==> config.mk <==
export PLATFORM = sky130hd
export DESIGN_NAME = lvd_ctrl
export DESIGN_NICKNAME = d
export VERILOG_FILES = /design/src/hw/lvd_pkg.sv /design/src/hw/lvd_sync_if.sv /design/src/hw/lvd_sync.sv /design/src/hw/lvd_ctrl.sv
export SDC_FILE = /design/constraint.sdc
export NUM_CORES = 1
export LEC_CHECK = 0
export BUFFER_PORTS_ARGS = -buffer_cell sky130_fd_sc_hd__buf_2
export CORE_UTILIZATION = 25
export CTS_CLUSTER_DIAMETER = 100
export DETAILED_ROUTE_END_ITERATION = 6
export PLACE_DENSITY = 0.48
export SETUP_SLACK_MARGIN = 0.02
export SLEW_MARGIN = 0
export SYNTH_ARGS = -nofsm -noshare
export SYNTH_HDL_FRONTEND = slang
export SYNTH_SLANG_ARGS = --single-unit
==> constraint.sdc <==
create_clock -name CLK -period 1.7 [get_ports CLK]
set_clock_uncertainty 0.1 [all_clocks]
set_input_delay 0.34 -clock CLK [delete_from_list [all_inputs] [get_ports CLK]]
set_output_delay 0.34 -clock CLK [all_outputs]
set_load 0.005 [all_outputs]
==> src/hw/lvd_pkg.sv <==
// constants shared by the low-voltage detector control logic
package lvd_pkg;

  localparam int unsigned ADDR_W = 8;

  // register byte offsets
  localparam logic [7:0] CTRL_OFS  = 8'h00;
  localparam logic [7:0] LEVEL_OFS = 8'h04;
  localparam logic [7:0] CAUSE_OFS = 8'h08;
  localparam logic [7:0] IRQ_OFS   = 8'h0C;
  localparam logic [7:0] PDIR_OFS  = 8'h10;
  localparam logic [7:0] PORT_OFS  = 8'h14;
  localparam logic [7:0] STAT_OFS  = 8'h18;

  // decoded register index
  localparam logic [2:0] SEL_CTRL  = 3'h0;
  localparam logic [2:0] SEL_LEVEL = 3'h1;
  localparam logic [2:0] SEL_CAUSE = 3'h2;
  localparam logic [2:0] SEL_IRQ   = 3'h3;
  localparam logic [2:0] SEL_PDIR  = 3'h4;
  localparam logic [2:0] SEL_PORT  = 3'h5;
  localparam logic [2:0] SEL_STAT  = 3'h6;
  localparam logic [2:0] SEL_NONE  = 3'h7;

  // field positions
  localparam int unsigned FLAG_BIT    = 0;
  localparam int unsigned ACT_BIT     = 1;
  localparam int unsigned SRC_BIT     = 2;
  localparam int unsigned ON_BIT      = 7;
  localparam int unsigned LEVEL_MSB   = 3;
  localparam int unsigned CAUSE_BIT   = 0;
  localparam int unsigned REQ_BIT     = 0;
  localparam int unsigned MASK_BIT    = 1;
  localparam int unsigned PIN_BIT     = 0;
  localparam int unsigned PORT_IN_BIT = 1;
  localparam int unsigned SETTLED_BIT = 0;

  // reset values
  localparam logic [7:0] PDIR_RST  = 8'hFF;
  localparam logic [3:0] LEVEL_RST = 4'h0;
  localparam logic       MASK_RST  = 1'b1;

  // comparator settling time, rounded up to whole clocks
  localparam int unsigned CLK_PERIOD_PS = 5000;
  localparam int unsigned STAB_TIME_US  = 10;
  localparam int unsigned STAB_W        = 11;
  localparam logic [STAB_W-1:0] STAB_CYC = STAB_W'(
    (STAB_TIME_US * 1000000 + CLK_PERIOD_PS - 1) / CLK_PERIOD_PS);

endpackage : lvd_pkg

==> src/hw/lvd_sync_if.sv <==
// carrier between an asynchronous level and its synchroniser
`timescale 1ns/1ps
interface lvd_sync_if;
  logic raw;
  logic level;
  modport filt (input raw, output level);
  modport user (output raw, input level);
endinterface : lvd_sync_if

==> src/hw/lvd_sync.sv <==
// three-stage synchroniser with agreement filter
`timescale 1ns/1ps
module lvd_sync (
  input  wire logic  clk,
  input  wire logic  reset,
  lvd_sync_if.filt   port
);

  typedef struct packed {
    logic s1;
    logic s2;
    logic s3;
    logic level;
  } sync_t;

  sync_t st;
  sync_t next_st;

  always_comb begin
    next_st    = st;
    next_st.s1 = port.raw;
    next_st.s2 = st.s1;
    next_st.s3 = st.s2;
    // a change counts only once two settled stages agree
    if (st.s2 == st.s3) begin
      next_st.level = st.s3;
    end
  end

  always_ff @(posedge clk or posedge reset) begin
    if (reset) begin
      st <= '0;
    end else begin
      st <= next_st;
    end
  end

  assign port.level = st.level;
endmodule : lvd_sync

==> src/hw/lvd_ctrl.sv <==
// low-voltage detector control with APB register file
// Operation
// - every reset loads the pin direction register with all ones.
// - direction bit 0 drives the pin, 1 turns the output buffer off.
// - reset mode on supply: reset held while supply below threshold.
// - reset mode on external pin: reset held while input below reference.
// - interrupt mode on supply: interrupt on each threshold crossing.
// - interrupt mode on external pin: interrupt on each crossing.
// - below-level flag sits in control bit 0 while detector runs.
// - action select is control bit 1, source select bit 2.
// - writing 1 to control bit 7 turns the detector on.
// - arming reset while voltage is above gives no reset.
// - switching off while below in interrupt mode raises the interrupt and request.
// - every reset, detector reset too, sets the interrupt mask.
// - level code bits 3..0 choose the supply threshold.
// - a detector reset sets the reset cause bit.
// - enable, action and source survive only a detector reset.
// - level register survives only a detector reset.
`timescale 1ns/1ps
module lvd_ctrl (
  input  wire logic        CLK,
  input  wire logic        RESET,
  input  wire logic        PSEL,
  input  wire logic        PENABLE,
  input  wire logic        PWRITE,
  input  wire logic [7:0]  PADDR,
  input  wire logic [31:0] PWDATA,
  output logic      [31:0] PRDATA,
  output logic             PREADY,
  output logic             PSLVERR,
  input  wire logic        CMP_BELOW,
  output logic             DET_ENABLE,
  output logic             SRC_SELECT,
  output logic      [3:0]  LEVEL_CODE,
  output logic             LV_RESET,
  output logic             LV_IRQ,
  output logic             IRQ_PENDING,
  input  wire logic        PIN_IN,
  output logic             PIN_OUT,
  output logic             PIN_OE_N
);

  typedef struct packed {
    logic                      on;
    logic                      act;
    logic                      src;
    logic                      flag;
    logic [3:0]                level;
    logic                      cause;
    logic                      req;
    logic                      mask;
    logic [7:0]                pdir;
    logic                      platch;
    logic                      irq;
    logic                      lvrst;
    logic [lvd_pkg::STAB_W-1:0] stab;
    logic [31:0]               prdata;
  } ctrl_t;

  ctrl_t st;
  ctrl_t next_st;

  lvd_sync_if cmp_if ();
  lvd_sync_if pin_if ();

  assign cmp_if.raw = CMP_BELOW;
  assign pin_if.raw = PIN_IN;

  // comparator output is analog-timed, never used raw
  lvd_sync u_cmp_sync (
    .clk   (CLK),
    .reset (RESET),
    .port  (cmp_if.filt)
  );

  lvd_sync u_pin_sync (
    .clk   (CLK),
    .reset (RESET),
    .port  (pin_if.filt)
  );

  function automatic logic [2:0] reg_sel(input logic [7:0] addr);
    logic [2:0] sel;
    sel = lvd_pkg::SEL_NONE;
    case (addr)
      lvd_pkg::CTRL_OFS:  sel = lvd_pkg::SEL_CTRL;
      lvd_pkg::LEVEL_OFS: sel = lvd_pkg::SEL_LEVEL;
      lvd_pkg::CAUSE_OFS: sel = lvd_pkg::SEL_CAUSE;
      lvd_pkg::IRQ_OFS:   sel = lvd_pkg::SEL_IRQ;
      lvd_pkg::PDIR_OFS:  sel = lvd_pkg::SEL_PDIR;
      lvd_pkg::PORT_OFS:  sel = lvd_pkg::SEL_PORT;
      lvd_pkg::STAT_OFS:  sel = lvd_pkg::SEL_STAT;
      default:            sel = lvd_pkg::SEL_NONE;
    endcase
    return sel;
  endfunction : reg_sel

  logic [2:0] sel;
  logic       wr;
  logic       rd_setup;
  logic       rd_done;
  logic       settled;

  assign sel      = reg_sel(PADDR);
  assign wr       = PSEL & PENABLE & PWRITE;
  assign rd_setup = PSEL & ~PENABLE & ~PWRITE;
  assign rd_done  = PSEL & PENABLE & ~PWRITE;
  assign settled  = (st.stab == lvd_pkg::STAB_CYC);

  always_comb begin
    next_st = st;

    // read data is caught in setup so it leaves a flop
    if (rd_setup) begin
      next_st.prdata = '0;
      case (sel)
        lvd_pkg::SEL_CTRL: begin
          next_st.prdata[lvd_pkg::ON_BIT]   = st.on;
          next_st.prdata[lvd_pkg::SRC_BIT]  = st.src;
          next_st.prdata[lvd_pkg::ACT_BIT]  = st.act;
          next_st.prdata[lvd_pkg::FLAG_BIT] = st.flag;
        end
        lvd_pkg::SEL_LEVEL: begin
          next_st.prdata[lvd_pkg::LEVEL_MSB:0] = st.level;
        end
        lvd_pkg::SEL_CAUSE: begin
          next_st.prdata[lvd_pkg::CAUSE_BIT] = st.cause;
        end
        lvd_pkg::SEL_IRQ: begin
          next_st.prdata[lvd_pkg::REQ_BIT]  = st.req;
          next_st.prdata[lvd_pkg::MASK_BIT] = st.mask;
        end
        lvd_pkg::SEL_PDIR: begin
          next_st.prdata[7:0] = st.pdir;
        end
        lvd_pkg::SEL_PORT: begin
          next_st.prdata[lvd_pkg::PIN_BIT]     = st.platch;
          next_st.prdata[lvd_pkg::PORT_IN_BIT] = pin_if.level;
        end
        lvd_pkg::SEL_STAT: begin
          next_st.prdata[lvd_pkg::SETTLED_BIT] = settled;
        end
        default: begin
          next_st.prdata = '0;
        end
      endcase
    end

    if (wr) begin
      case (sel)
        lvd_pkg::SEL_CTRL: begin
          // flag bit is read-only, writes to it are dropped
          next_st.on  = PWDATA[lvd_pkg::ON_BIT];
          next_st.src = PWDATA[lvd_pkg::SRC_BIT];
          next_st.act = PWDATA[lvd_pkg::ACT_BIT];
        end
        lvd_pkg::SEL_LEVEL: begin
          next_st.level = PWDATA[lvd_pkg::LEVEL_MSB:0];
        end
        lvd_pkg::SEL_IRQ: begin
          next_st.req  = PWDATA[lvd_pkg::REQ_BIT];
          next_st.mask = PWDATA[lvd_pkg::MASK_BIT];
        end
        lvd_pkg::SEL_PDIR: begin
          next_st.pdir = PWDATA[7:0];
        end
        lvd_pkg::SEL_PORT: begin
          next_st.platch = PWDATA[lvd_pkg::PIN_BIT];
        end
        default: begin
          next_st.pdir = next_st.pdir;
        end
      endcase
    end

    // reading the cause register clears it; only a set bit that the
    // read returned is cleared, so a set during setup is not lost
    if (rd_done && sel == lvd_pkg::SEL_CAUSE &&
        st.prdata[lvd_pkg::CAUSE_BIT]) begin
      next_st.cause = 1'b0;
    end

    // flag follows the comparator only while running
    next_st.flag = next_st.on & cmp_if.level;

    // any crossing in interrupt mode, including the drop
    // caused by switching off while below
    next_st.irq = (next_st.flag != st.flag) & ~st.act;
    // enabling unmasked while below fires at once
    if (next_st.irq) begin
      next_st.req = 1'b1;
    end

    // no reset unless already below, so arming above is safe
    next_st.lvrst = st.on & st.act & st.flag;

    // detector reset keeps control and level, as a
    // reset from elsewhere comes in on RESET instead
    if (st.lvrst) begin
      next_st.mask  = lvd_pkg::MASK_RST;
      next_st.cause = 1'b1;
      next_st.pdir  = lvd_pkg::PDIR_RST;
      next_st.req   = next_st.irq;
    end

    // settling count restarts on every enable
    if (!next_st.on) begin
      next_st.stab = '0;
    end else if (!settled) begin
      next_st.stab = st.stab + 1'b1;
    end
  end

  always_ff @(posedge CLK or posedge RESET) begin
    if (RESET) begin
      st        <= '0;
      st.level  <= lvd_pkg::LEVEL_RST;
      st.mask   <= lvd_pkg::MASK_RST;
      st.pdir   <= lvd_pkg::PDIR_RST;
    end else begin
      st <= next_st;
    end
  end

  assign PRDATA      = st.prdata;
  assign PREADY      = 1'b1;
  assign PSLVERR     = PSEL & PENABLE & (sel == lvd_pkg::SEL_NONE);
  assign DET_ENABLE  = st.on;
  assign SRC_SELECT  = st.src;
  assign LEVEL_CODE  = st.level;
  assign LV_RESET    = st.lvrst;
  assign LV_IRQ      = st.irq;
  assign IRQ_PENDING = st.req & ~st.mask;
  assign PIN_OUT     = st.platch;
  // external sensing needs this bit at 1, buffer off
  assign PIN_OE_N    = st.pdir[lvd_pkg::PIN_BIT];
endmodule : lvd_ctrl

# After elaboration in Yosys (flattened, before gate mapping)
# Cells that the tools add are included.
dict set report totals {
  register_bits 49
  latchBits 0
  ram_bits 0
  mem_bits_ro 0
  input_bits 47
  output_inout_bits 45
  word_cells 90
  memories 0
}
dict set report op_classes {
  add_sub_neg 1
  multipliers 0
  div 0
  n_lt_le_gt_ge 0
  eq_ne 18
  shifts 0
  muxes 18
  n_bitwise 15
  reduce_logical 16
}
# cell n
set ops {}
lappend ops {{2-to-1 mux 11 bit} 4}
lappend ops {{== test 8 x 5 -> 1 bit (second input constant)} 3}
lappend ops {{one-hot mux 3 bit (7 select lines)} 1}
lappend ops {{== test 8 x 4 -> 1 bit (second input constant)} 2}
lappend ops {{== test 3 bit (second input constant)} 4}
lappend ops {{AND reduction 2 bit} 6}
lappend ops {{adder 11 x 1 -> 11 bit (second input constant)} 1}
lappend ops {{AND 1 bit} 11}
lappend ops {{== test 11 bit (second input constant)} 1}
lappend ops {{2-to-1 mux 3 bit} 3}
lappend ops {{== test 8 x 3 -> 1 bit (second input constant)} 1}
lappend ops {{logical NOT 8 bit} 1}
lappend ops {{2-to-1 mux 8 bit} 1}
lappend ops {{nonzero test 2 bit} 4}
lappend ops {{one-hot mux 1 bit (7 select lines)} 1}
lappend ops {{== test 3 x 2 -> 1 bit (second input constant)} 2}
lappend ops {{nonzero test 3 bit} 2}
lappend ops {{one-hot mux 1 bit (5 select lines)} 1}
lappend ops {{NOT 1 bit} 4}
lappend ops {{one-hot mux 1 bit (2 select lines)} 2}
lappend ops {{== test 3 x 1 -> 1 bit (second input constant)} 1}
lappend ops {{logical NOT 3 bit} 1}
lappend ops {{2-to-1 mux 1 bit} 3}
lappend ops {{one-hot mux 1 bit (3 select lines)} 1}
lappend ops {{other kinds (5)} 7}

# Depth between registers and ports, before layout
dict set report logic_depth {
  ltp_word 10
  depth_mapped 6
  mapped_depth_nobuf 6
}

# Cells and area by module
# Synthesis repeated with hierarchy kept, for this count alone.
dict set report unflattened {
  cells_unflattened 262
  hier_area_um2 2743.9
}
# module instances cells_each area_per_inst_um2 seq_area_each_um2
set modules_own_cells {}
lappend modules_own_cells {lvd_ctrl 1 250 2513.7 1037.2}
lappend modules_own_cells {lvd_sync 2 6 115.1 100.1}

# Worst setup path after synthesis
# OpenSTA, ideal clock, no wires.
dict set report synth_path {
  path_type {input-to-reg}
  from {input port PADDR[2]}
  to {register st[32] in the netlist's numbering}
  setup_time_ns 0.121
  arrival_ns 1.751
  t_required_ns 1.479
  setup_slack_ns -0.272
  path_stages 5
  n_path_buf 1
  cell_sequence {or4_4 -> nor3_4 -> mux2i_1 -> buf_2 -> nor2_1}
}
dict set report synth_via {
  elab_chain_len 6
  elab_cells_between_ends 13
  classes_between {7 x eq/ne; 4 x mux; 2 x reduce/logical}
}
# item line
set synth_lines {}
lappend synth_lines {{start: declaration} lvd_ctrl.sv:26} ;# input wire logic [7:0] PADDR,
lappend synth_lines {{== test 8 x 5 -> 1 bit, or another cell as far along} lvd_ctrl.sv:85} ;# case (addr)
lappend synth_lines {{one-hot mux 3 bit (7 select lines) (*)} lvd_ctrl.sv:85}
lappend synth_lines {{logical NOT 3 bit (*)} lvd_ctrl.sv:150} ;# case (sel)
lappend synth_lines {{2-to-1 mux 3 bit (*)} lvd_ctrl.sv:150}
lappend synth_lines {{2-to-1 mux 3 bit (*)} lvd_ctrl.sv:149} ;# if (wr) begin
lappend synth_lines {{inequality test 2 bit (no source line) / 2-to-1 mux 11 bit (equally long branches)} --}
lappend synth_lines {{end signal: assignment} lvd_ctrl.sv:221} ;# st <= next_st;
lappend synth_lines {{end: declaration} lvd_ctrl.sv:60} ;# ctrl_t st;
# Mark *: on every way between the ends. The rest lies on a longest branch, timed or not.
# A chain may end at the register's enable or synchronous reset.

# Worst setup path after layout
dict set report layout_path {
  from {input port PADDR[2]}
  to {register st[55] in the netlist's numbering}
}
dict set report layout_via {
  elab_chain_len 10
  elab_cells_between_ends 20
  classes_between {8 x eq/ne; 5 x mux; 2 x bitwise; 5 x reduce/logical}
}
# item line
set layout_lines {}
lappend layout_lines {{== test 8 x 5 -> 1 bit, or another cell as far along} lvd_ctrl.sv:85}
lappend layout_lines {{one-hot mux 3 bit (7 select lines) (*)} lvd_ctrl.sv:85}
lappend layout_lines {{logical NOT 3 bit} lvd_ctrl.sv:150}
lappend layout_lines {{2-to-1 mux 3 bit} lvd_ctrl.sv:150}
lappend layout_lines {{2-to-1 mux 3 bit} lvd_ctrl.sv:149}
lappend layout_lines {{AND 1 bit} lvd_ctrl.sv:184} ;# next_st.flag = next_st.on & cmp_if.level;
lappend layout_lines {{inequality test 1 bit} lvd_ctrl.sv:188} ;# next_st.irq = (next_st.flag != st.flag) & ~st.act;
lappend layout_lines {{AND 1 bit} lvd_ctrl.sv:188}
lappend layout_lines {{nonzero test 3 bit (no source line) / 2-to-1 mux 1 bit (equally long branches)} --}
lappend layout_lines {{AND reduction 2 bit (no source line) / 2-to-1 mux 11 bit (equally long branches)} --}
# Marked as above.

==> results.sh <==
export IMPL_cts_max_path_buffers=2
export IMPL_setup_viol=2
export IMPL_dp_hpwl_mm=4.45
export IMPL_drive_gt1_frac=0.348
export IMPL_rsz0062_at_grt="true"
export IMPL_r2r_end="st[42]$_DFFE_PP0P_"
export IMPL_hold_path_class="input pin to flip-flop"
export IMPL_fin_ws_ns=-0.0324
export IMPL_core_um2=9950
export IMPL_synthArstFlopShare=1.00
export IMPL_rows=36
export IMPL_ys_seq_area_frac=0.473
export IMPL_insertedDiodeCount=0
export IMPL_r2r_slack_ns=0.17
export IMPL_htree_levels=2
export IMPL_worstSkewPairLatency_ns=0.30
export IMPL_syn_instance_count=262
export IMPL_slew_viol_final=0
export IMPL_outcome="complete, but fails checks"
export IMPL_synth_edff_count=0
export IMPL_postRouteAntennaNets=0
export IMPL_mostFrequentLayoutCells="dfrtp_1 (40), buf_2 (39), nor2_1 (26), conb_1 (25), buf_4 (25)"
export IMPL_die_y_um=104
export IMPL_grtUsageTotal=0.115
export IMPL_ys_warnings_count=0
export IMPL_reg2reg_from="st[33]$_DFFE_PP0P_"
export IMPL_drc=0
export IMPL_cts_tree="yes"
export IMPL_design_area_um2=3210
export IMPL_viasPerCell=4.32
export IMPL_hold_depth=1
export IMPL_start_kind="input pin"
export IMPL_ys_flop_type="dfrtp_1"
export IMPL_cts_clk_slew_worst_paths_ns=0.08
export IMPL_crit_type="input pin to flip-flop"
export IMPL_start_util=0.263
export IMPL_io_pin_count=92
export IMPL_drtIter0Drc=72
export IMPL_grt_pass1_vias=1902
export IMPL_grt_ovfl_total=0
export IMPL_power_density_nw_per_um2=667
export IMPL_via_count=1965
export IMPL_end_kind="flip-flop"
export IMPL_die_x_um=104
export IMPL_period_share=1.02
export IMPL_finalSetupTns_ns=-0.0581
export IMPL_finalHoldViolCount=0
export IMPL_gp_congestion=0.775
export IMPL_fin_nets=370
export IMPL_firstDrtPassIters=4
export IMPL_r2r_cells=5
export IMPL_ir_drop_mv=0.250
export IMPL_wl_mm=5.94
export IMPL_grt_pass1_wl_mm=9.96
export IMPL_fin_cells=455
export IMPL_antenna_found_initial=0
export IMPL_cts_root_buffer_cell="clkbuf_8"
export IMPL_hp_start="CMP_BELOW"
export IMPL_area_delta_synth_final_pct=22.8
export IMPL_leakagePower_nw=1.61
export IMPL_final_common_cell="dfrtp_1"
export IMPL_cts_made_buffers=5
export IMPL_die_area_um2=10900
export IMPL_postSynthAreaPerCell_um2=9.99
export IMPL_max_cap_violations=0
export IMPL_period_minus_slack_ns=1.73
export IMPL_hold_path_end="u_cmp_sync.next_st[2]$_DFF_PP0_"
export IMPL_violations="negative setup slack"
export IMPL_wire_per_inst_um=13.1
export IMPL_port_buffers=42
export IMPL_grt_max_degree=35
export IMPL_critPathRequiredTime_ns=1.76
export IMPL_syn_area_um2=2620
export IMPL_synth_seq_cells=49
export IMPL_timing_fmax_ghz=0.577
export IMPL_clock_sinks=49
export IMPL_cp_max_fo=3
export IMPL_placed_area_um2=3000
export IMPL_dp_cells=443
export IMPL_ys_types=48
export IMPL_cp_arrival_ns=1.79
## cells in the mapped netlist (all sizes together) (3+ instances only)
cell,instances,area (µm²)
a211o,9,78.8
and3,3,18.8
buf,39,287
clkbuf,5,18.8
dfrtp,40,1000
dfstp,9,236
inv,13,48.8
mux2,9,101
mux2i,7,70.1
nand2,20,75.1
nand3,7,35.0
nand4,4,25.0
nor2,27,101
nor2b,8,50.1
nor3,6,41.3
nor4,4,25.0
o21ai,6,30.0
xnor2,7,61.3
## cell type report
| cell class | count | area, µm² |
|---|---|---|
| inverter | 13 | 48.8 |
| tap | 133 | 166 |
| sequential | 49 | 1240 |
| fill | 1048 | 6740 |
| timing repair buffer | 73 | 492 |
| clock inverter | 1 | 5.00 |
| multi-input combinational | 179 | 1190 |
| clock buffer | 7 | 76.3 |
## logic make-up (layout without fill, tap and decap cells)
| kind of cell | after synthesis | in the layout | synth area share |
|---|---|---|---|
| buffers and inverters | 57 | 94 | 0.135 |
| muxes | 16 | 16 | 0.0655 |
| other | 2 | 25 | 0.00287 |
| AOI/OAI and AO/OA | 29 | 29 | 0.0846 |
| and+or+nand+nor | 96 | 96 | 0.192 |
| adders and majority gates | 4 | 4 | 0.0172 |
| xor gates and xnor gates | 9 | 9 | 0.0301 |
| DFF | 49 | 49 | 0.473 |
## repair_timing
| action | in CTS | in global routing |
|---|---|---|
| pin swaps | 3 | 3 |
| hold buffers | 1 | 0 |
| setup endpoints to repair | 2 | 24 |
| buffers inserted | 2 | 1 |
| hold endpoints to repair | 12 | 0 |
| resized for setup | 6 | 13 |
## per-stage QoR
| step | utilization | worst slack [ns] | power [mW] | hold slack (ns) |
|---|---|---|---|---|
| floorplan | - | -0.193 | 1.39 | 0.231 |
| global placement | 0.301 | -0.317 | 1.46 | 0.234 |
| detailed placement | 0.301 | -0.336 | 1.46 | 0.235 |
| CTS | 0.315 | -0.0797 | 2.16 | 0.0396 |
| global route | 0.323 | -0.0606 | 2.27 | 0.0267 |
| finish | 0.323 | -0.0324 | 2.14 | 0.0514 |
## metal layers
metal,GRT usage,part of all wire
met5,0,0
met4,0.0276,0.0052
met3,0.0288,0.041
met2,0.186,0.47
met1,0.154,0.48
## critical path, cell delays in order
cell      delay (ns)
buf_6           0.09
or4_4           0.57
or4_4           0.45
o221ai_4        0.22
o311ai_2        0.13
## how the worst max path moves through the flow
stage	from	to	slack, ns	cells past startpoint
global route	PADDR[2]	st[55]$_DFFE_PP0P_	-0.06	5
CTS	PADDR[6]	PSLVERR	-0.08	6
finish	PADDR[2]	st[55]$_DFFE_PP0P_	-0.03	5
detailed placement	PADDR[2]	st[55]$_DFFE_PP0P_	-0.34	5
floorplan	PADDR[2]	st[32]$_DFFE_PP0P_	-0.19	5
global placement	PADDR[2]	st[55]$_DFFE_PP0P_	-0.32	5
## flip-flops by register name (all words and copies together), names as in the netlist
register / flops
SRC_SELECT: 1
u_cmp_sync.next_st: 2
DET_ENABLE: 1
u_pin_sync.next_st: 2
LV_RESET: 1
u_cmp_sync.port.level: 1
st: 23
LV_IRQ: 1
PIN_OE_N: 1
PIN_OUT: 1
LEVEL_CODE: 4
u_pin_sync.st: 1
PRDATA: 8
u_pin_sync.port.level: 1
u_cmp_sync.st: 1
## power breakdown
| part | internal [mW] | switching (mW) |
|---|---|---|
| Sequential | 1.20 | 0.0188 |
| Combinational | 0.117 | 0.134 |
| Clock | 0.290 | 0.390 |
| Total | 1.60 | 0.542 |
Power figures use the tool's default switching activity.
